**src/dmt_pkg.sv**
```systemverilog
/*
 Constants for the dual-mode timer control block: register offsets on the
 APB port, field positions, values after reset and prescaler tap masks.
 Assumes a 200 MHz system clock that also drives the APB port.
*/
// Behaviour
// - write-only 8-bit control register, resets to zero
// - control bit 7 sets high toggle level
// - bit 6 low: high counts low overflows
// - bit 6 high: bits 5:4 pick high divider
// - control bit 3 sets low toggle level
// - bit 2 low: low counts chosen event edges
// - bit 2 high: bits 1:0 pick low divider
// - readable/writable 8-bit status register, resets zero
// - high rollover sets high overflow flag
// - flag clears by writing 0 after reading 1
// - writing 1 never sets a flag
// - high compare match sets high match flag
// - status bit 5 enables high overflow interrupt
// - bit 4 clears counter on high match
// - low rollover sets low overflow flag
// - low compare match sets low match flag
// - status bit 1 enables low overflow interrupt
// - bit 0 clears low counter on low match in 8-bit mode
// - 16-bit rollover sets high overflow flag
// - toggle outputs invert on each own match
package dmt_pkg;

   // byte addresses on the APB port
   localparam logic [7:0] DMT_CTRL_OFF = 8'h00;
   localparam logic [7:0] DMT_STAT_OFF = 8'h04;
   localparam logic [7:0] DMT_HCNT_OFF = 8'h08;
   localparam logic [7:0] DMT_LCNT_OFF = 8'h0C;
   localparam logic [7:0] DMT_HCMP_OFF = 8'h10;
   localparam logic [7:0] DMT_LCMP_OFF = 8'h14;
   localparam logic [7:0] DMT_AUX_OFF  = 8'h18;

   localparam logic [7:0] DMT_CTRL_RST = 8'h00;
   localparam logic [7:0] DMT_STAT_RST = 8'h00;
   localparam logic [7:0] DMT_CNT_RST  = 8'h00;
   localparam logic [7:0] DMT_CMP_RST  = 8'hFF;
   localparam logic [7:0] DMT_AUX_RST  = 8'h00;
   localparam logic [7:0] DMT_CNT_MAX  = 8'hFF;

   // control fields
   localparam int DMT_CTRL_HLVL    = 7;
   localparam int DMT_CTRL_HMODE8  = 6;
   localparam int DMT_CTRL_HSEL_HI = 5;
   localparam int DMT_CTRL_HSEL_LO = 4;
   localparam int DMT_CTRL_LLVL    = 3;
   localparam int DMT_CTRL_LINT    = 2;
   localparam int DMT_CTRL_LSEL_HI = 1;
   localparam int DMT_CTRL_LSEL_LO = 0;

   // status fields
   localparam int DMT_STAT_HOVF  = 7;
   localparam int DMT_STAT_HMAT  = 6;
   localparam int DMT_STAT_HOVIE = 5;
   localparam int DMT_STAT_HCLR  = 4;
   localparam int DMT_STAT_LOVF  = 3;
   localparam int DMT_STAT_LMAT  = 2;
   localparam int DMT_STAT_LOVIE = 1;
   localparam int DMT_STAT_LCLR  = 0;
   localparam logic [7:0] DMT_FLAG_MASK = 8'hCC;

   // auxiliary fields: event edge and pin function
   localparam int DMT_AUX_EDGE  = 0;
   localparam int DMT_AUX_PINFN = 1;

   // prescaler taps: a tick when all masked bits are one
   localparam int         DMT_PRE_W      = 5;
   localparam logic [4:0] DMT_PRE_RST    = 5'h00;
   localparam logic [4:0] DMT_DIV32_MASK = 5'h1F;
   localparam logic [4:0] DMT_DIV16_MASK = 5'h0F;
   localparam logic [4:0] DMT_DIV4_MASK  = 5'h03;
   localparam logic [4:0] DMT_DIV2_MASK  = 5'h01;

   typedef enum logic {DMT_IDLE, DMT_ANSWER} dmt_apb_state_t;

endpackage

```
**src/dmt_half.sv**
```systemverilog
/*
 One 8-bit counter half of the timer: load, clear and increment.
 Resolves priority itself: load beats clear, which beats tick.
*/
`timescale 1ns/10ps
`default_nettype none
module dmt_half
   import dmt_pkg::*;
(
   input  wire logic       clk,
   input  wire logic       arst_n,
   input  wire logic       tick,
   input  wire logic       clear,
   input  wire logic       load,
   input  wire logic [7:0] load_value,
   output var  logic [7:0] count
);

   // a software load beats a match clear, which beats counting
   always_ff @(posedge clk or negedge arst_n) begin
      if (!arst_n) begin
         count <= DMT_CNT_RST;
      end else if (load) begin
         count <= load_value;
      end else if (clear) begin
         count <= DMT_CNT_RST;
      end else if (tick) begin
         count <= count + 8'h01;
      end
   end

endmodule // dmt_half
`default_nettype wire

```
**src/dmt_top.sv**
```systemverilog
/*
 Dual-mode timer: control and status registers on an APB slave, prescaler,
 event input edge detection, two cascadable 8-bit counters, compare match,
 overflow flags, toggle outputs and overflow request lines.
 Assumes APB signals and the event pin are synchronous to CLOCK, except
 that the event pin is still passed through a two-stage synchroniser.
*/
// Our own choices: the placing of the registers and the APB slave port.
`timescale 1ns/10ps
`default_nettype none
module dmt_top
   import dmt_pkg::*;
(
   input  wire logic        CLOCK,
   input  wire logic        ARST_N,
   input  wire logic        PSEL,
   input  wire logic        PENABLE,
   input  wire logic        PWRITE,
   input  wire logic [7:0]  PADDR,
   input  wire logic [31:0] PWDATA,
   output var  logic [31:0] PRDATA,
   output var  logic        PREADY,
   output var  logic        PSLVERR,
   input  wire logic        EVENT_INPUT_PIN,
   output var  logic        HIGH_TOGGLE_OUT,
   output var  logic        LOW_TOGGLE_OUT,
   output var  logic        HIGH_OVF_IRQ,
   output var  logic        LOW_OVF_IRQ
);

   dmt_apb_state_t   state;
   logic [7:0]       ctrl;
   logic [7:0]       stat;
   logic [7:0]       aux;
   logic [7:0]       hcmp;
   logic [7:0]       lcmp;
   logic [7:0]       hcnt;
   logic [7:0]       lcnt;
   logic [7:0]       armed;
   logic [DMT_PRE_W-1:0] pre;
   logic             ev_s1;
   logic             ev_s2;
   logic             ev_prev;
   logic             ev_lvl;
   logic             ev_edge;
   logic             access;
   logic             done;
   logic             wr_done;
   logic             rd_done;
   logic             wr_ctrl;
   logic             wr_stat;
   logic             wr_hcnt;
   logic             wr_lcnt;
   logic             wr_hcmp;
   logic             wr_lcmp;
   logic             wr_aux;
   logic             rd_stat;
   logic             addr_ok;
   logic [7:0]       rd_value;
   logic             mode16;
   logic             hi_int_tick;
   logic             lo_int_tick;
   logic             lo_tick;
   logic             hi_tick;
   logic             lo_match;
   logic             full_match;
   logic             hi_match;
   logic             hi_clr;
   logic             lo_clr;
   logic             hi_ovf;
   logic             lo_ovf;
   logic [7:0]       flag_set;
   logic [7:0]       flag_clr;
   logic [7:0]       next_stat;

   function automatic logic [4:0] sel_mask(input logic [1:0] code);
      case (code)
         2'b00:   sel_mask = DMT_DIV32_MASK;
         2'b01:   sel_mask = DMT_DIV16_MASK;
         2'b10:   sel_mask = DMT_DIV4_MASK;
         default: sel_mask = DMT_DIV2_MASK;
      endcase
   endfunction

   // APB decode; a transfer completes when the access phase sees PREADY
   assign access  = PSEL & PENABLE;
   assign done    = access & PREADY;
   assign wr_done = done & PWRITE;
   assign rd_done = done & ~PWRITE;
   assign wr_ctrl = wr_done & (PADDR == DMT_CTRL_OFF);
   assign wr_stat = wr_done & (PADDR == DMT_STAT_OFF);
   assign wr_hcnt = wr_done & (PADDR == DMT_HCNT_OFF);
   assign wr_lcnt = wr_done & (PADDR == DMT_LCNT_OFF);
   assign wr_hcmp = wr_done & (PADDR == DMT_HCMP_OFF);
   assign wr_lcmp = wr_done & (PADDR == DMT_LCMP_OFF);
   assign wr_aux  = wr_done & (PADDR == DMT_AUX_OFF);
   assign rd_stat = rd_done & (PADDR == DMT_STAT_OFF);

   always_comb begin
      addr_ok  = 1'b1;
      rd_value = 8'h00;
      case (PADDR)
         DMT_CTRL_OFF: rd_value = 8'h00;   // write-only, reads zero
         DMT_STAT_OFF: rd_value = stat;
         DMT_HCNT_OFF: rd_value = hcnt;
         DMT_LCNT_OFF: rd_value = lcnt;
         DMT_HCMP_OFF: rd_value = hcmp;
         DMT_LCMP_OFF: rd_value = lcmp;
         DMT_AUX_OFF:  rd_value = aux;
         default:      addr_ok  = 1'b0;
      endcase
   end

   // one wait state: answer on the second access cycle
   always_ff @(posedge CLOCK or negedge ARST_N) begin
      if (!ARST_N) begin
         state   <= DMT_IDLE;
         PREADY  <= 1'b0;
         PRDATA  <= 32'h0000_0000;
         PSLVERR <= 1'b0;
      end else begin
         case (state)
            DMT_IDLE: begin
               if (access) begin
                  state   <= DMT_ANSWER;
                  PREADY  <= 1'b1;
                  PRDATA  <= PWRITE ? 32'h0000_0000 : {24'h00_0000, rd_value};
                  PSLVERR <= ~addr_ok;
               end
            end
            DMT_ANSWER: begin
               state   <= DMT_IDLE;
               PREADY  <= 1'b0;
               PSLVERR <= 1'b0;
            end
            default: begin
               state   <= DMT_IDLE;
               PREADY  <= 1'b0;
               PSLVERR <= 1'b0;
            end
         endcase
      end
   end

   always_ff @(posedge CLOCK or negedge ARST_N) begin
      if (!ARST_N) begin
         ctrl <= DMT_CTRL_RST;
      end else if (wr_ctrl) begin
         ctrl <= PWDATA[7:0];
      end
   end

   always_ff @(posedge CLOCK or negedge ARST_N) begin
      if (!ARST_N) begin
         aux  <= DMT_AUX_RST;
         hcmp <= DMT_CMP_RST;
         lcmp <= DMT_CMP_RST;
      end else begin
         if (wr_aux) begin
            aux <= PWDATA[7:0];
         end
         if (wr_hcmp) begin
            hcmp <= PWDATA[7:0];
         end
         if (wr_lcmp) begin
            lcmp <= PWDATA[7:0];
         end
      end
   end

   // free-running prescaler shared by both halves
   always_ff @(posedge CLOCK or negedge ARST_N) begin
      if (!ARST_N) begin
         pre <= DMT_PRE_RST;
      end else begin
         pre <= pre + 5'h01;
      end
   end

   assign hi_int_tick = (pre & sel_mask(ctrl[DMT_CTRL_HSEL_HI:DMT_CTRL_HSEL_LO]))
                        == sel_mask(ctrl[DMT_CTRL_HSEL_HI:DMT_CTRL_HSEL_LO]);
   assign lo_int_tick = (pre & sel_mask(ctrl[DMT_CTRL_LSEL_HI:DMT_CTRL_LSEL_LO]))
                        == sel_mask(ctrl[DMT_CTRL_LSEL_HI:DMT_CTRL_LSEL_LO]);

   // pin not in event function reads high, so switching it while low looks
   // like an edge; software is expected to avoid that
   assign ev_lvl = aux[DMT_AUX_PINFN] ? ev_s2 : 1'b1;

   always_ff @(posedge CLOCK or negedge ARST_N) begin
      if (!ARST_N) begin
         ev_s1   <= 1'b1;
         ev_s2   <= 1'b1;
         ev_prev <= 1'b1;
      end else begin
         ev_s1   <= EVENT_INPUT_PIN;
         ev_s2   <= ev_s1;
         ev_prev <= ev_lvl;
      end
   end

   assign ev_edge = aux[DMT_AUX_EDGE] ? (ev_lvl & ~ev_prev)
                                      : (~ev_lvl & ev_prev);

   assign mode16  = ~ctrl[DMT_CTRL_HMODE8];
   assign lo_tick = ctrl[DMT_CTRL_LINT] ? lo_int_tick : ev_edge;

   // match fires as the counter leaves the matching value; a compare write
   // in the same cycle suppresses it
   assign lo_match   = lo_tick & (lcnt == lcmp) & ~wr_lcmp;
   assign full_match = mode16 & lo_tick & ({hcnt, lcnt} == {hcmp, lcmp})
                       & ~wr_hcmp & ~wr_lcmp;
   assign lo_clr     = mode16 ? (full_match & stat[DMT_STAT_HCLR])
                              : (lo_match & stat[DMT_STAT_LCLR]);
   assign hi_tick    = mode16 ? (lo_tick & (lcnt == DMT_CNT_MAX) & ~lo_clr)
                              : hi_int_tick;
   assign hi_match   = mode16 ? full_match
                              : (hi_tick & (hcnt == hcmp) & ~wr_hcmp);
   assign hi_clr     = hi_match & stat[DMT_STAT_HCLR];
   assign lo_ovf     = lo_tick & (lcnt == DMT_CNT_MAX) & ~lo_clr;
   // in 16-bit mode hi_tick implies low at its maximum: a 16-bit rollover
   assign hi_ovf     = hi_tick & (hcnt == DMT_CNT_MAX) & ~hi_clr;

   dmt_half u_high (
      .clk        (CLOCK),
      .arst_n     (ARST_N),
      .tick       (hi_tick),
      .clear      (hi_clr),
      .load       (wr_hcnt),
      .load_value (PWDATA[7:0]),
      .count      (hcnt)
   );

   dmt_half u_low (
      .clk        (CLOCK),
      .arst_n     (ARST_N),
      .tick       (lo_tick),
      .clear      (lo_clr),
      .load       (wr_lcnt),
      .load_value (PWDATA[7:0]),
      .count      (lcnt)
   );

   // hardware set wins over a software clear in the same cycle
   always_comb begin
      flag_set = 8'h00;
      flag_set[DMT_STAT_HOVF] = hi_ovf;
      flag_set[DMT_STAT_HMAT] = hi_match;
      flag_set[DMT_STAT_LOVF] = lo_ovf;
      flag_set[DMT_STAT_LMAT] = lo_match;
      flag_clr  = wr_stat ? (~PWDATA[7:0] & armed & DMT_FLAG_MASK) : 8'h00;
      // written ones on flag bits are dropped
      next_stat = (wr_stat ? (PWDATA[7:0] & ~DMT_FLAG_MASK) : (stat & ~DMT_FLAG_MASK))
                  | flag_set | (stat & DMT_FLAG_MASK & ~flag_clr);
   end

   always_ff @(posedge CLOCK or negedge ARST_N) begin
      if (!ARST_N) begin
         stat <= DMT_STAT_RST;
      end else begin
         stat <= next_stat;
      end
   end

   // remembers which flags software has seen as one
   always_ff @(posedge CLOCK or negedge ARST_N) begin
      if (!ARST_N) begin
         armed <= 8'h00;
      end else if (rd_stat) begin
         armed <= PRDATA[7:0] & DMT_FLAG_MASK;
      end else if (wr_stat) begin
         armed <= armed & PWDATA[7:0];
      end
   end

   // a control write wins over a coincident match toggle
   always_ff @(posedge CLOCK or negedge ARST_N) begin
      if (!ARST_N) begin
         HIGH_TOGGLE_OUT <= 1'b0;
         LOW_TOGGLE_OUT  <= 1'b0;
      end else begin
         if (wr_ctrl) begin
            HIGH_TOGGLE_OUT <= PWDATA[DMT_CTRL_HLVL];
         end else if (hi_match) begin
            HIGH_TOGGLE_OUT <= ~HIGH_TOGGLE_OUT;
         end
         if (wr_ctrl) begin
            LOW_TOGGLE_OUT <= PWDATA[DMT_CTRL_LLVL];
         end else if (lo_match) begin
            LOW_TOGGLE_OUT <= ~LOW_TOGGLE_OUT;
         end
      end
   end

   always_ff @(posedge CLOCK or negedge ARST_N) begin
      if (!ARST_N) begin
         HIGH_OVF_IRQ <= 1'b0;
         LOW_OVF_IRQ  <= 1'b0;
      end else begin
         HIGH_OVF_IRQ <= stat[DMT_STAT_HOVF] & stat[DMT_STAT_HOVIE];
         LOW_OVF_IRQ  <= stat[DMT_STAT_LOVF] & stat[DMT_STAT_LOVIE];
      end
   end

   a_ctrl_write_load: assert property (
      @(posedge CLOCK) disable iff (!ARST_N)
      wr_ctrl |=> (ctrl == $past(PWDATA[7:0])) && HIGH_TOGGLE_OUT == $past(PWDATA[7]))
      else $error("control write not loaded");

   a_ctrl_reads_zero: assert property (
      @(posedge CLOCK) disable iff (!ARST_N)
      (state == DMT_IDLE) && access && !PWRITE && (PADDR == DMT_CTRL_OFF)
      |=> PREADY && (PRDATA == 32'h0000_0000))
      else $error("control register not write-only");

   a_low_level_write: assert property (
      @(posedge CLOCK) disable iff (!ARST_N)
      wr_ctrl |=> LOW_TOGGLE_OUT == $past(PWDATA[DMT_CTRL_LLVL]))
      else $error("low toggle level not applied");

   a_high_div32_tap: assert property (
      @(posedge CLOCK) disable iff (!ARST_N)
      ctrl[DMT_CTRL_HMODE8] && (ctrl[DMT_CTRL_HSEL_HI:DMT_CTRL_HSEL_LO] == 2'b00)
      && hi_tick |-> (pre == DMT_DIV32_MASK))
      else $error("high divide by 32 wrong tap");

   a_low_div2_rate: assert property (
      @(posedge CLOCK) disable iff (!ARST_N)
      ctrl[DMT_CTRL_LINT] && (ctrl[DMT_CTRL_LSEL_HI:DMT_CTRL_LSEL_LO] == 2'b11) && lo_tick
      && !wr_ctrl ##1 !wr_ctrl |-> !lo_tick ##1 lo_tick)
      else $error("low divide by 2 wrong rate");

   a_cascade_clock: assert property (
      @(posedge CLOCK) disable iff (!ARST_N)
      mode16 && hi_tick |-> lo_tick && (lcnt == DMT_CNT_MAX))
      else $error("high counted without low overflow");

   a_low_count_step: assert property (
      @(posedge CLOCK) disable iff (!ARST_N)
      lo_tick && !lo_clr && !wr_lcnt |=> lcnt == $past(lcnt) + 8'h01)
      else $error("low counter did not step");

   a_flag_clear_armed: assert property (
      @(posedge CLOCK) disable iff (!ARST_N)
      wr_stat && !PWDATA[DMT_STAT_HOVF] && armed[DMT_STAT_HOVF] && !hi_ovf
      |=> !stat[DMT_STAT_HOVF])
      else $error("armed flag not cleared");

   a_flag_no_sw_set: assert property (
      @(posedge CLOCK) disable iff (!ARST_N)
      wr_stat && PWDATA[DMT_STAT_LMAT] && !stat[DMT_STAT_LMAT] && !lo_match
      |=> !stat[DMT_STAT_LMAT])
      else $error("software set a match flag");

   a_overflow_flag_set: assert property (
      @(posedge CLOCK) disable iff (!ARST_N)
      hi_ovf |=> stat[DMT_STAT_HOVF] ##1 HIGH_OVF_IRQ == stat[DMT_STAT_HOVIE] || !$stable(stat))
      else $error("high overflow flag missed");

   a_match_clears_high: assert property (
      @(posedge CLOCK) disable iff (!ARST_N)
      hi_match && stat[DMT_STAT_HCLR] && !wr_hcnt |=> hcnt == DMT_CNT_RST)
      else $error("high counter not cleared on match");

   a_low_toggle_match: assert property (
      @(posedge CLOCK) disable iff (!ARST_N)
      lo_match && !wr_ctrl |=> LOW_TOGGLE_OUT != $past(LOW_TOGGLE_OUT))
      else $error("low toggle did not invert");

endmodule // dmt_top
`default_nettype wire

```
**config.mk**
```make
export PLATFORM = sky130hd
export DESIGN_NAME = dmt_top
export DESIGN_NICKNAME = d
export VERILOG_FILES = /design/src/dmt_pkg.sv /design/src/dmt_half.sv /design/src/dmt_top.sv
export SDC_FILE = /design/constraint.sdc
export NUM_CORES = 1
export LEC_CHECK = 0
export ABC_AREA = 0
export BUFFER_PORTS_ARGS = -buffer_cell sky130_fd_sc_hd__buf_2
export CAP_MARGIN = 20
export CORE_MARGIN = 2
export CORE_UTILIZATION = 44
export CTS_BUF_LIST = sky130_fd_sc_hd__clkbuf_8
export DETAILED_ROUTE_END_ITERATION = 10
export HOLD_SLACK_MARGIN = 0.05
export PLACE_DENSITY_LB_ADDON = 0.25
export SYNTH_ARGS = -nofsm -noshare
export SYNTH_HDL_FRONTEND = slang
export SYNTH_HIERARCHICAL = 1
export SYNTH_SLANG_ARGS = --single-unit
```
**constraint.sdc**
```tcl
create_clock -name CLOCK -period 4.8 [get_ports CLOCK]
set_input_delay 0.24 -clock CLOCK [delete_from_list [all_inputs] [get_ports CLOCK]]
set_output_delay 0.24 -clock CLOCK [all_outputs]
set_load 0.02 [all_outputs]
```
==> results by stage, run 1 <==
Status:
- The flow ran to the end, and the final reports show no timing, DRC or antenna violations.

STA:
- Adding up every negative setup slack in the final design gives 0 ns.
- The final period demand of the worst path is around 3.2 ns.
- The max-slew violation count is 0.
- For the pin with the worst max-slew slack, the measured transition is 0.9449 ns.
- The worst clock skew on the final layout is between 0.01 and 0.015 ns.
- In the finished design, the share of the clock period the worst path needs comes to 66.25%.
- Setup violations remaining at the end of the flow were counted as 0.
- Measured against its own limit, the worst slew margin works out to 36.87%.
- Setup repair after global routing left no endpoint under its margin.
- The final hold violation count is 0.
- The achievable frequency is 314.4 MHz.

Logic synthesis:
- The async set-reset flop share out of synthesis is 100.0%.
- The synthesized instance count is approximately 430.
- The mean post-synth cell area is around 11 sq um.
- After synthesis, the netlist uses 54 different library cells.
- The flop and latch count out of synthesis is 81.
- The post-synthesis instance area is ~0.0045 sq mm.
- The share of the Yosys chip area taken by registers is between 40% and 50%.
- The Yosys step of the flow raised 6 warnings.
- The synthesized design contains 0 enable-type register cells.
- The primary flip-flop cell chosen by synthesis mapping is sky130_fd_sc_hd__dfrtp_1.

Clocking:
- Clock tree synthesis inserted a total of 9 buffers.
- Once the clock tree was built, the resizer swapped 0 gates to a different size.
- After clock tree synthesis, the flow added hold-fix buffers numbering 1.
- The later pin in the worst-skew pair is clocked with a latency of 0.36 ns.
- The clock tree buffer depth is 2.
- In this run the number of H-tree levels came out at 3.
- Clock tree synthesis found a total of 81 sinks.
- The clock input transition at the sequential cells of the worst setup and hold paths is 0.08 ns.
- In this run the post-CTS setup repair buffer count came out at 0.
- TritonCTS built the clock tree.
- The library cell used as clock root buffer is sky130_fd_sc_hd__clkbuf_8.

Floorplanning:
- For this design the top-level I/O count stands at 84.
- The core region is 0.01018 sq mm.
- Once the floorplan was initialized, standard cells occupied 44.52% of the core.
- The die covers between 0.01 and 0.015 sq mm.
- Measured along the x axis, the die boundary spans 105.5 um.
- The die span in y is roughly 110 um.
- After floorplanning, the core was divided into 37 placement rows.

Run:
- The number of maximum-capacitance constraint violations is 0.

Place:
- The placed instance count is around 590.
- At the end of routability-driven placement, the weighted congestion stood at 0.8644.
- Input and output buffers added on the ports amount to 35.
- The half-perimeter wire length of the detailed placement result is 8192 um.

GRT:
- The total overflow left after global routing is 0.
- The largest net degree at the start of global routing is 82.
- The initial antenna violation count is 0.
- The number of global-route vias before repair was between 3000 and 4000.
- The first global-routing pass estimated 18930 um of wire.
- For this run, the total global-route usage over all layers was measured as approximately 22%.

Critical path:
- STA classifies the critical path endpoint as a flip-flop.
- The startpoint identified for the worst register-to-register timing path is PREADY.
- Data arrives at the worst endpoint at 3.42 ns.
- The worst setup path is of the reg -> reg kind.
- For the worst flop-to-flop path, the logic depth is 9.
- The reg2reg setup slack is 1.62 ns.
- STA classifies the critical path startpoint as a flip-flop.
- The worst flop-to-flop path endpoint is u_high/count[6].
- For the worst setup path, the data required time is 5.04 ns.
- In this run the worst path has a maximum fanout of 9.

Final layout:
- The share of final-layout standard cells stronger than drive strength 1 is 29.21%.
- The area overhead of the layout relative to synthesis is 8.609%.
- The count of filler cells inserted in the layout is 974.
- The number of nets in the finished design is 513.
- Leaving out filler cells and counting taps, the final layout contains 605.
- Leaving out fill and tap cells, the most frequent cell in the layout is sky130_fd_sc_hd__dfrtp_1.
- The final antenna diode count is 0.
- The top cell types in the final layout, fill and taps aside, are sky130_fd_sc_hd__dfrtp_1, sky130_fd_sc_hd__mux2_2, sky130_fd_sc_hd__nand2_1.

Route:
- The total DRC errors in the routed layout is 0.
- The number of vias per cell is ~5.8.
- The count of TritonRoute iterations in the first routing pass is 4.
- Once detail routing completed, the nets flagged for antenna violations numbered 0.
- The number of DRC markers in iteration 0 is 288.
- For this block, the via count after detailed routing is 3535.
- After detailed routing, the average wire length per cell comes to slightly below 20 um.
- The total length of routed wires is 11680 um.

Power and ir drop:
- The analysis attributes to cell leakage a power of 2.125 nW.
- The cell area power density is 260.1 mW/mm^2.
- The maximum resistive drop on vdd is 0.1111 mV.

Min path:
- The type of the most critical hold path is in -> reg.
- The hold path startpoint is PENABLE.
- The number of instances on the worst hold path is 3.
- The worst hold endpoint is PREADY.
==> registers in the layout (all words and copies together), names as in the netlist <==
register         flops
HIGH_OVF_IRQ         1
HIGH_TOGGLE_OUT      1
LOW_OVF_IRQ          1
LOW_TOGGLE_OUT       1
PRDATA               8
PREADY               1
PSLVERR              1
armed                4
aux                  8
ctrl                 6
ev_prev              1
ev_s1                1
ev_s2                1
hcmp                 8
lcmp                 8
pre                  5
stat                 8
state                1
u_high/count         8
u_low/count          8
==> how the worst max path moves through the flow <==
stage / startpoint / to / slack [ns] / depth (start not counted)
floorplan: PADDR[1] / u_high/count[6] / 2.30 / 9
finish: PREADY / u_high/count[6] / 1.62 / 9
CTS: PREADY / u_high/count[6] / 1.59 / 9
global placement: PADDR[1] / u_high/count[7] / 1.44 / 8
global route: PREADY / u_high/count[6] / 1.41 / 9
detailed placement: PADDR[1] / u_high/count[7] / 1.40 / 8
==> area by class of cell <==
class	instances	area, sq um	share of cell area, %
Clock buffer	9	123.9	2.515
Clock inverter	7	40.04	0.8130
Inverter	4	15.01	0.3049
Multi-Input combinational cell	327	2277	46.24
Sequential cell	81	2051	41.64
Tap cell	136	170.2	3.455
Timing Repair Buffer	41	247.7	5.030
==> power by group <==
part | switching, mW | internal [mW]
sequential | 0.0188 | 0.700
clock | 0.250 | 0.182
combinational | 0.0907 | 0.0392
==> cell families after synthesis <==
| logic type | after synthesis | share of synthesized area, % |
|---|---|---|
| adder cells (fa/ha/maj) | 3 | 0.8279 |
| AND/OR/NAND/NOR | 134 | 16.94 |
| AO/OA/AOI/OAI | 99 | 15.01 |
| buffers and inverters | 44 | 6.595 |
| other | 1 | 0.08270 |
| XOR/XNOR | 24 | 4.636 |
| multiplexers | 43 | 10.68 |
| flip-flops | 81 | 45.23 |
==> layer usage <==
| layer | up-vias | track usage [%] | wire, um |
|---|---|---|---|
| met5 | - | 0 | 0 |
| met4 | 0 | 6.109 | 198 |
| met3 | 18 | 5.999 | 847 |
| met2 | 144 | 33.50 | 5427 |
| met1 | 1759 | 30.91 | 5207 |
| li1 | 1614 | - | - |
==> synthesized netlist by cell type, types with 3 or more instances <==
library cell               count  area, sq um
sky130_fd_sc_hd__a31oi_1      11        68.82
sky130_fd_sc_hd__nand2b_1      5        31.28
sky130_fd_sc_hd__clkbuf_1      5        18.77
sky130_fd_sc_hd__a221o_1       5        50.05
sky130_fd_sc_hd__nor2_1       20        75.07
sky130_fd_sc_hd__nor2b_1       3        18.77
sky130_fd_sc_hd__inv_1         4        15.01
sky130_fd_sc_hd__or2_2         3        18.77
sky130_fd_sc_hd__mux2_2       41        461.7
sky130_fd_sc_hd__o21ai_1       4        20.02
sky130_fd_sc_hd__xnor2_1      20        175.2
sky130_fd_sc_hd__a22o_1       12        105.1
sky130_fd_sc_hd__dfrtp_1      62         1551
sky130_fd_sc_hd__xor2_1        4        35.03
sky130_fd_sc_hd__nand2_1      39        146.4
sky130_fd_sc_hd__ha_1          3        37.54
sky130_fd_sc_hd__a222oi_1      5        50.05
sky130_fd_sc_hd__nand4_1      10        62.56
sky130_fd_sc_hd__a22oi_1       3        22.52
sky130_fd_sc_hd__nor4_1        7        43.79
sky130_fd_sc_hd__or3_1         6        37.54
sky130_fd_sc_hd__o21ai_0       9        45.04
sky130_fd_sc_hd__nand3_1      11        55.05
sky130_fd_sc_hd__dfstp_2      19        499.2
sky130_fd_sc_hd__a21oi_1      32        160.2
sky130_fd_sc_hd__o21a_1        6        45.04
sky130_fd_sc_hd__and2_1        4        25.02
sky130_fd_sc_hd__a32o_2        4        45.04
sky130_fd_sc_hd__buf_4        24        180.2
sky130_fd_sc_hd__nor3_1        5        25.02
sky130_fd_sc_hd__buf_2         7        35.03
sky130_fd_sc_hd__nor3b_1       3        22.52
==> worst max-delay path, stage by stage (launching register included) <==
cell and delay, ns:
sky130_fd_sc_hd__dfrtp_1 0.40, sky130_fd_sc_hd__nand4_1 0.45, sky130_fd_sc_hd__nor3_4 0.65, sky130_fd_sc_hd__nor3_2 0.09
sky130_fd_sc_hd__nand2_1 0.19, sky130_fd_sc_hd__nor2_1 0.07, sky130_fd_sc_hd__nor2_1 0.48, sky130_fd_sc_hd__nand2_1 0.24
sky130_fd_sc_hd__o21a_1 0.23, sky130_fd_sc_hd__a221o_1 0.25
==> metrics by stage <==
stage          instance area (sq um)  util, %  hold WS (ns)  setup slack (ns)  power [mW]
2_1_floorplan                   4621        -      -0.05559             2.301      0.8151
3_3_place_gp                    4706    46.20        0.3471             1.445      0.8555
3_5_place_dp                    4706    46.20        0.3486             1.401      0.8578
4_1_cts                         4880    47.91       0.09951             1.590       1.289
5_1_grt                         4925    48.35        0.1918             1.414       1.338
6_report                        4925    48.35        0.1699             1.620       1.281
(Power assumes the default switching activity.)
==> inputs of run 2 (changes only) <==
ABC_AREA = 1   (was 0)
clock period = 3.29 ns   (was 4.8 ns; I/O delays follow)
==> results by stage, run 2 <==
Critical path:
- The data required time at the worst endpoint came to 3.54 ns (-1.50 ns).
- The number of buffer and inverter stages on the critical path is 2 (+2).
- The critical path data arrival time is 2.75 ns (-0.67 ns).
- The kind of critical path is reg -> reg.
- The type of origin of the critical path is a flip-flop.
- The gate family responsible for the most delay along the worst path is simple AND/OR/NAND/NOR gates.
- The maximum fanout encountered on the critical timing path is 9 (unchanged).
- The highest cell delay on the worst timing path is 0.53 ns (-0.12 ns).
- The master of the slowest instance on the critical path is sky130_fd_sc_hd__dfrtp_1.
- Walking the worst path, the cells encountered are inv_1 -> nand2_1 -> nand2_1 -> nor2_1 -> nand2_1 -> nor2_1 -> nand4_1 -> a21oi_1 -> nor2_8 -> nand2_4 -> clkinv_4 -> a21oi_1 -> a22oi_1.
- The worst setup path is captured at a flip-flop.
- The cell with the most instances on the worst path is sky130_fd_sc_hd__nand2_1.

STA:
- The post-route fraction of the period consumed by the critical path was 76.00% (+9.8 points).
- The worst clock skew on the final layout is 0.01314 ns (+0.002638 ns).
- The final hold violation count was 0 (unchanged).
- Setup repair after global routing left no endpoint under its margin.
- The transition time at the pin with the least slew margin is 0.8697 ns (-0.07525 ns).
- The final number of setup-violating endpoints was 0 (unchanged).
- The final period demand of the worst path was 2.501 ns (-0.6796 ns).
- The final-layout setup total negative slack is 0 ns (unchanged).
- The worst slew margin relative to its limit came to 41.58% (+4.7 points).
- The achievable frequency came to 399.9 MHz (+27%).
- The max-slew violation count is 0 (unchanged).

Power and ir drop:
- The leakage power was 2.447 nW (+15%).
- The cell area power density came to 412.5 mW/mm^2 (+59%).
- The maximum resistive drop on vdd is 0.2764 mV (+150%).

GRT:
- The first-pass GRT wire length is 19730 um (+4.3%).
- The number of global-route vias before repair was 3823 (+12%).
- The remaining global-route overflow was 0 (unchanged).
- The initial antenna violation count is 0 (unchanged).
- The global-route usage over all layers came to 22.64% (+0.65 points).
- The largest net degree at the start of global routing is 82 (unchanged).

Logic synthesis:
- The count of flip-flops with a built-in enable after synthesis came to 0 (unchanged).
- The most common cell in the synthesized netlist is sky130_fd_sc_hd__nand2_1.
- The count of yosys warnings during synthesis is 6 (unchanged).
- In the post-synthesis netlist, the biggest area contributors are sky130_fd_sc_hd__dfrtp_1, sky130_fd_sc_hd__nand2_1, sky130_fd_sc_hd__dfstp_2.
- The cell accounting for the most synthesized area is sky130_fd_sc_hd__dfrtp_1.
- The share of synthesized area occupied by flip-flops and latches is 44.41% (-0.82 points).
- The count of different cell masters after synthesis is 39 (-28%).
- The async set-reset flop share out of synthesis is 100.0% (unchanged).
- The most used flip-flop cell after synthesis is sky130_fd_sc_hd__dfrtp_1.
- The proportion of netlist area held by the largest area contributor is 33.60% (-0.62 points).
- The post-synthesis instance area is 0.004618 sq mm (+1.8%).
- The synthesized instance count is 596 (+39%).
- After synthesis, the most frequently instantiated cells are sky130_fd_sc_hd__nand2_1, sky130_fd_sc_hd__inv_1, sky130_fd_sc_hd__dfrtp_1, sky130_fd_sc_hd__o21ai_0, sky130_fd_sc_hd__nor2_1.
- The mean post-synth cell area is 7.749 sq um (-27%).
- The flop and latch count out of synthesis is 81 (unchanged).

Place:
- The placed instance count is 763 (+30%).
- The count of input and output buffers is 35 (unchanged).
- The instance area after placement was 0.004848 sq mm (+3.0%).
- The half-perimeter wire length of the detailed placement result is 8574 um (+4.7%).
- The placer's final routability congestion estimate is 0.9049 (+4.7%).

Clocking:
- The clock latency on the worst-skew pair is 0.37 ns (about the same).
- The clock tree buffer depth is 2 (unchanged).
- The number of clock sinks is 81 (unchanged).
- TritonCTS built the clock tree.
- The CTS buffer count is 9 (unchanged).
- The cell sitting at the root of the clock tree is a sky130_fd_sc_hd__clkbuf_8.
- The number of H-tree levels came to 3 (unchanged).
- The clock input transition at the sequential cells of the worst setup and hold paths is 0.08 ns (about the same).
- The number of setup buffers added after CTS was 0 (unchanged).

Floorplanning:
- The overall die width was 106.5 um (+0.89%).
- The number of standard-cell rows in the floorplan was 37 (unchanged).
- The die span in y is 106.5 um (+0.89%).
- The area of the core is 0.01028 sq mm (+0.91%).
- The starting density of the core is 44.94% (+0.41 points).
- The boundary pin count is 84 (unchanged).
- The total die area is 0.01133 sq mm (+1.8%).

Route:
- The routed wirelength normalized by instance count came to 15.08 um (-22%).
- The count of TritonRoute iterations in the first routing pass is 5 (+1).
- The total DRC errors in the routed layout is 0 (unchanged).
- The number of vias per cell is 5.142 (-12%).
- The remaining antenna violation count after routing is 0 (unchanged).
- The count of vias placed by the detailed router came to 4021 (+14%).
- The total length of routed wires was 11790 um (+0.93%).
- The number of DRC markers in iteration 0 came to 256 (-11%).

Final layout:
- The core utilization of the finished layout is 49.76% (+1.4 points).
- The cell area after layout came to 0.005114 sq mm (+3.8%).
- The area of combinational cells with multiple inputs is 0.002151 sq mm (-5.5%).
- The final antenna diode count is 0 (unchanged).
- The area taken by flip-flops and latches is 0.002051 sq mm (unchanged).
- In the layout the commonest cells are sky130_fd_sc_hd__nand2_1, sky130_fd_sc_hd__inv_1, sky130_fd_sc_hd__dfrtp_1.
- The most common library cell in the layout ignoring fill and taps is sky130_fd_sc_hd__nand2_1.
- The number of nets in the finished design is 690 (+35%).
- The share of final-layout standard cells stronger than drive strength 1 came to 16.41% (-13 points).
- The count of filler cells inserted in the layout is 993 (+2.0%).
- From synthesis to final layout, the design area changed by 10.73%.
- The number of cells in the finished layout apart from fillers is 782 (+29%).

Min path:
- The min-delay analysis places its worst path in the category in -> reg.

Run:
- The number of maximum-capacitance constraint violations is 0 (unchanged).

Status:
- The run finished with clean final reports.
-- run 2: cell types whose count changed after synthesis, sizes merged, moves of 11 or more --
| cell | delta |
|---|---|
| nand3 | +21 |
| nand2 | +141 |
| a22o | -12 |
| xnor2 | -18 |
| a31oi | -11 |
| inv | +65 |
| o21ai | +47 |
| mux2 | -43 |
| nor2 | +28 |
-- run 2: worst paths after layout --
kind,startpoint,end,slack (ns),depth (start not counted)
setup / recovery,u_low/count[6],u_high/count[3],0.79,13
hold / removal,PWDATA[5],u_low/count[5],0.14,3
setup reg to reg,u_low/count[6],u_high/count[3],0.79,13
hold reg to reg,ev_s1,ev_s2,0.36,0
max in group asynchronous,ARST_N,lcmp[7],2.34,3
min in group asynchronous,ARST_N,HIGH_TOGGLE_OUT,0.30,2
-- run 2: layout make-up --
| class | instances | area share [%] |
|---|---|---|
| Inverter | 71 | 5.407 |
| Clock buffer | 9 | 2.422 |
| Sequential cell | 81 | 40.10 |
| Timing Repair Buffer | 41 | 4.845 |
| Multi-Input combinational cell | 437 | 42.06 |
| Tap cell | 136 | 3.328 |
| Clock inverter | 7 | 1.835 |
-- run 2: repair_timing --
item	in CTS	in global routing
hold buffers	2	0
resized for setup	0	0
setup endpoints to repair	0	0
hold endpoints to repair	63	0
-- run 2: kinds of logic (layout without fill, tap and decap cells) --
logic type,count (synthesis),count (layout),synth area share [%]
adders and majority gates,3,3,0.8129
xor gates and xnor gates,10,10,1.897
AOI/OAI and AO/OA,114,114,13.44
DFF,81,81,44.41
buffers and inverters,101,128,10.89
other,1,24,0.08120
and+or+nand+nor,286,286,28.48
-- run 2: stage by stage --
stage | total power, mW | setup WS [ns] | hold slack, ns
2_1_floorplan | 1.240 | 1.277 | -0.1311
3_3_place_gp | 1.308 | 0.8654 | 0.2752
3_5_place_dp | 1.314 | 0.8435 | 0.2707
4_1_cts | 2.133 | 0.8243 | 0.1251
5_1_grt | 2.211 | 0.5935 | 0.1524
6_report | 2.109 | 0.7894 | 0.1386
-- run 2: worst reg2reg max path: stages, from the launching register on --
cell,delay (ns)
sky130_fd_sc_hd__dfrtp_1,0.53
sky130_fd_sc_hd__inv_1,0.11
sky130_fd_sc_hd__nand2_1,0.07
sky130_fd_sc_hd__nand2_1,0.04
sky130_fd_sc_hd__nor2_1,0.10
sky130_fd_sc_hd__nand2_1,0.09
sky130_fd_sc_hd__nor2_1,0.18
sky130_fd_sc_hd__nand4_1,0.15
sky130_fd_sc_hd__a21oi_1,0.52
sky130_fd_sc_hd__nor2_8,0.12
sky130_fd_sc_hd__nand2_4,0.15
sky130_fd_sc_hd__clkinv_4,0.10
sky130_fd_sc_hd__a21oi_1,0.14
sky130_fd_sc_hd__a22oi_1,0.09
-- run 2: report_power, final --
group | internal (mW) | total (mW) | switching, mW
Sequential | 1.03 | 1.08 | 0.0503
Combinational | 0.0684 | 0.217 | 0.149
Clock | 0.428 | 0.809 | 0.381
-- run 2: per-layer routing --
metal | global-route usage [%] | wire length (um) | up-vias | share of wire [%]
met5 | 0 | 0 | - | 0
met4 | 8.627 | 303 | 0 | 2.6
met3 | 5.395 | 851 | 22 | 7.2
met2 | 34.57 | 5254 | 135 | 45
met1 | 31.27 | 5379 | 1882 | 46
li1 | - | - | 1982 | -
==> inputs of run 3 (changes only) <==
clock period = 2.4 ns   (was 3.29 ns; I/O delays follow)
==> results by stage, run 3 (synthesis gave the netlist of run 2 again) <==
Status:
- The flow ran to the end, and the final reports show no timing, DRC or antenna violations.

Place:
- The half-perimeter wire length of the detailed placement result is 8943 um (+4.3%).
- The placer's final routability congestion estimate is 0.9019 (-0.33%).
- The worst slack at placement is 0.1105 ns (-0.7330 ns).
- The count of input and output buffers is 35 (unchanged).
- The instance area after placement is 0.004946 sq mm (+2.0%).
- The placed instance count was 776 (+1.7%).

Critical path:
- The maximum fanout encountered on the critical timing path is 9 (unchanged).
- The highest cell delay on the worst timing path was 0.56 ns (+0.03 ns).
- The startpoint of the worst register-to-register path is lcmp[6].
- The critical path goes through inv_1 -> nand2_1 -> nand2_1 -> nor2_1 -> nand2_1 -> nor2_2 -> nand3_2 -> nor2_1 -> nand2_1 -> nand3_1 -> nand2_1 -> inv_1 -> nand2_4 -> clkinv_4 -> a21oi_1 -> a22oi_1.
- The kind of critical path is reg -> reg.
- The worst setup path is launched from a flip-flop.
- The largest individual stage delay along the critical path comes from the cell sky130_fd_sc_hd__dfstp_2.
- The worst setup path startpoint is lcmp[6].
- The data required time at the worst endpoint came to 2.68 ns (-0.86 ns).
- The critical path data arrival time came to 2.52 ns (-0.23 ns).
- The gate family responsible for the most delay along the worst path is simple AND/OR/NAND/NOR gates.
- The number of buffer and inverter stages on the critical path is 3 (+1).
- The cell with the most instances on the worst path is sky130_fd_sc_hd__nand2_1.
- The worst setup path is captured at a flip-flop.

Final layout:
- The cell area after layout is 0.005201 sq mm (+1.7%).
- The area overhead of the layout relative to synthesis is 12.63%.
- In the layout the commonest cells are sky130_fd_sc_hd__nand2_1, sky130_fd_sc_hd__inv_1, sky130_fd_sc_hd__dfrtp_1.
- The final antenna diode count is 0 (unchanged).
- The share of final-layout standard cells stronger than drive strength 1 is 18.94% (+2.5 points).
- The number of nets in the finished design is 704 (+2.0%).
- The number of cells in the finished layout apart from fillers is 796 (+1.8%).
- The library cell used most frequently in the layout, excluding fill and tap cells, is sky130_fd_sc_hd__nand2_1.
- The count of filler cells inserted in the layout came to 994 (+0.10%).
- The core utilization of the finished layout was 50.61% (+0.85 points).

Power and ir drop:
- The net switching power is 0.7974 mW (+38%).
- The sequential fraction of design power is 52.8% (+1.5 points).
- The cell area power density is 536.8 mW/mm^2 (+30%).
- The clock share of power is 35.3% (-3.1 points).
- The overall power after layout is 2.792 mW (+32%).
- The leakage power is 2.503 nW (+2.3%).
- The switching part of the total power came to 28.56% (+1.1 points).
- The internal power is 1.994 mW (+30%).
- The combinational group share of total power is 11.9% (+1.6 points).
- The maximum resistive drop on vdd was 0.2980 mV (+7.8%).

STA:
- The post-route fraction of the period consumed by the critical path is 93.18% (+17 points).
- The achievable frequency came to 447.2 MHz (+12%).
- The worst clock skew on the final layout came to 0.008070 ns (-0.005075 ns).
- The max-slew violation count is 0 (unchanged).
- The final period demand of the worst path came to 2.236 ns (-0.2643 ns).
- The worst hold margin is 0.09154 ns (-0.04703 ns).
- The post-layout worst setup margin came to 0.1638 ns (-0.6257 ns).
- The worst slew margin relative to its limit is 57.77% (+16 points).
- The final-layout setup total negative slack came to 0 ns (unchanged).
- The final hold violation count was 0 (unchanged).
- The transition time at the pin with the least slew margin is 0.6311 ns (-0.2386 ns).
- The final number of setup-violating endpoints was 0 (unchanged).

Clocking:
- The number of clock sinks was 81 (unchanged).
- The number of H-tree levels is 3 (unchanged).
- The clock input transition at the sequential cells of the worst setup and hold paths is 0.08 ns (about the same).
- The clock latency on the worst-skew pair is 0.37 ns (about the same).
- The clock tree from TritonCTS is yes.
- The clock tree buffer depth is 2 (unchanged).
- The CTS buffer count was 9 (unchanged).
- The tree is rooted in a sky130_fd_sc_hd__clkbuf_8.

Floorplanning:
- The number of standard-cell rows in the floorplan is 37 (unchanged).
- The overall die width is 106.5 um (unchanged).
- The area of the core is 0.01028 sq mm (unchanged).
- The starting density of the core is 44.94% (unchanged).
- The die span in y was 106.5 um (unchanged).
- The total die area was 0.01133 sq mm (unchanged).
- The boundary pin count was 84 (unchanged).

Route:
- The remaining antenna violation count after routing is 0 (unchanged).
- The number of vias per cell came to 5.281 (+2.7%).
- The routed wirelength normalized by instance count is 15.66 um (+3.9%).
- The count of TritonRoute iterations in the first routing pass is 6 (+1).
- The count of vias placed by the detailed router is 4204 (+4.6%).
- The total DRC errors in the routed layout is 0 (unchanged).
- The number of DRC markers in iteration 0 is 354 (+38%).
- The total length of routed wires is 12470 um (+5.7%).

GRT:
- The global-route usage over all layers is 23.49% (+0.84 points).
- The first-pass GRT wire length is 20320 um (+3.0%).
- The remaining global-route overflow is 0 (unchanged).
- The number of global-route vias before repair is 4030 (+5.4%).
- The largest net degree at the start of global routing is 79 (-3.7%).
- The global-route track usage on met1 came to 32.27% (+1.0 points).
- The met3 capacity usage during global routing is 5.457% (+0.061 points).
- In this run the most used layer during global routing was met2.
- The initial antenna violation count is 0 (unchanged).
- The global routing met2 resource utilization is 35.21% (+0.64 points).

Min path:
- The type of the most critical hold path is in -> reg.
- The hold path startpoint is PWDATA[5].

Run:
- The number of maximum-capacitance constraint violations is 0 (unchanged).
## run 3: cell types whose count changed in the layout (fill, tap and decap cells not counted), moves of 2 or more
cell,before,now
sky130_fd_sc_hd__buf_4,4,18
sky130_fd_sc_hd__dfrtp_1,62,60
sky130_fd_sc_hd__dfrtp_2,0,2
sky130_fd_sc_hd__inv_6,2,0
sky130_fd_sc_hd__nor2_1,42,40
sky130_fd_sc_hd__nor2_2,1,3
## run 3: tightest hold or removal path: stages
cell	delay [ns]
sky130_fd_sc_hd__buf_2	0.10
sky130_fd_sc_hd__a21oi_1	0.06
sky130_fd_sc_hd__a21oi_1	0.13
## run 3: layer usage
layer	vias to the layer above	part of all wire (%)
li1	1994	-
met1	1973	43
met2	202	45
met3	35	9.2
met4	0	3.2
met5	-	0
## run 3: final timing paths
check	slack, ns	endpoint	cells after the start
worst max-delay path	0.16	u_high/count[3]	16
worst min-delay path	0.09	u_high/count[5]	3
worst max register to register	0.16	u_high/count[3]	16
worst min register to register	0.36	ev_s2	0
max in group asynchronous	1.38	hcmp[5]	4
min in group asynchronous	0.23	u_low/count[1]	2
## run 3: repair_timing
item	4_1_cts	5_1_grt
hold endpoints to repair	63	0
gates resized for setup	0	6
endpoints found under the setup margin	0	15
hold buffers	2	0
setup buffers	0	1
## run 3: final cells by class
| cell class | count | area [sq um] | area share, % |
|---|---|---|---|
| Multi-Input combinational cell | 437 | 2161 | 41.54 |
| Sequential cell | 81 | 2053 | 39.48 |
| Timing Repair Buffer | 55 | 352.8 | 6.784 |
| Inverter | 71 | 276.5 | 5.316 |
| Tap cell | 136 | 170.2 | 3.272 |
| Clock buffer | 9 | 123.9 | 2.382 |
| Clock inverter | 7 | 63.81 | 1.227 |
## run 3: power by group through the flow
stage	clock (mW)	combinational (mW)	sequential [mW]
6_report	0.986	0.332	1.47
5_1_grt	1.07	0.373	1.48
4_1_cts	1.01	0.323	1.47
3_5_place_dp	0	0.319	1.50
3_3_place_gp	0	0.312	1.50
2_1_floorplan	0	0.198	1.50
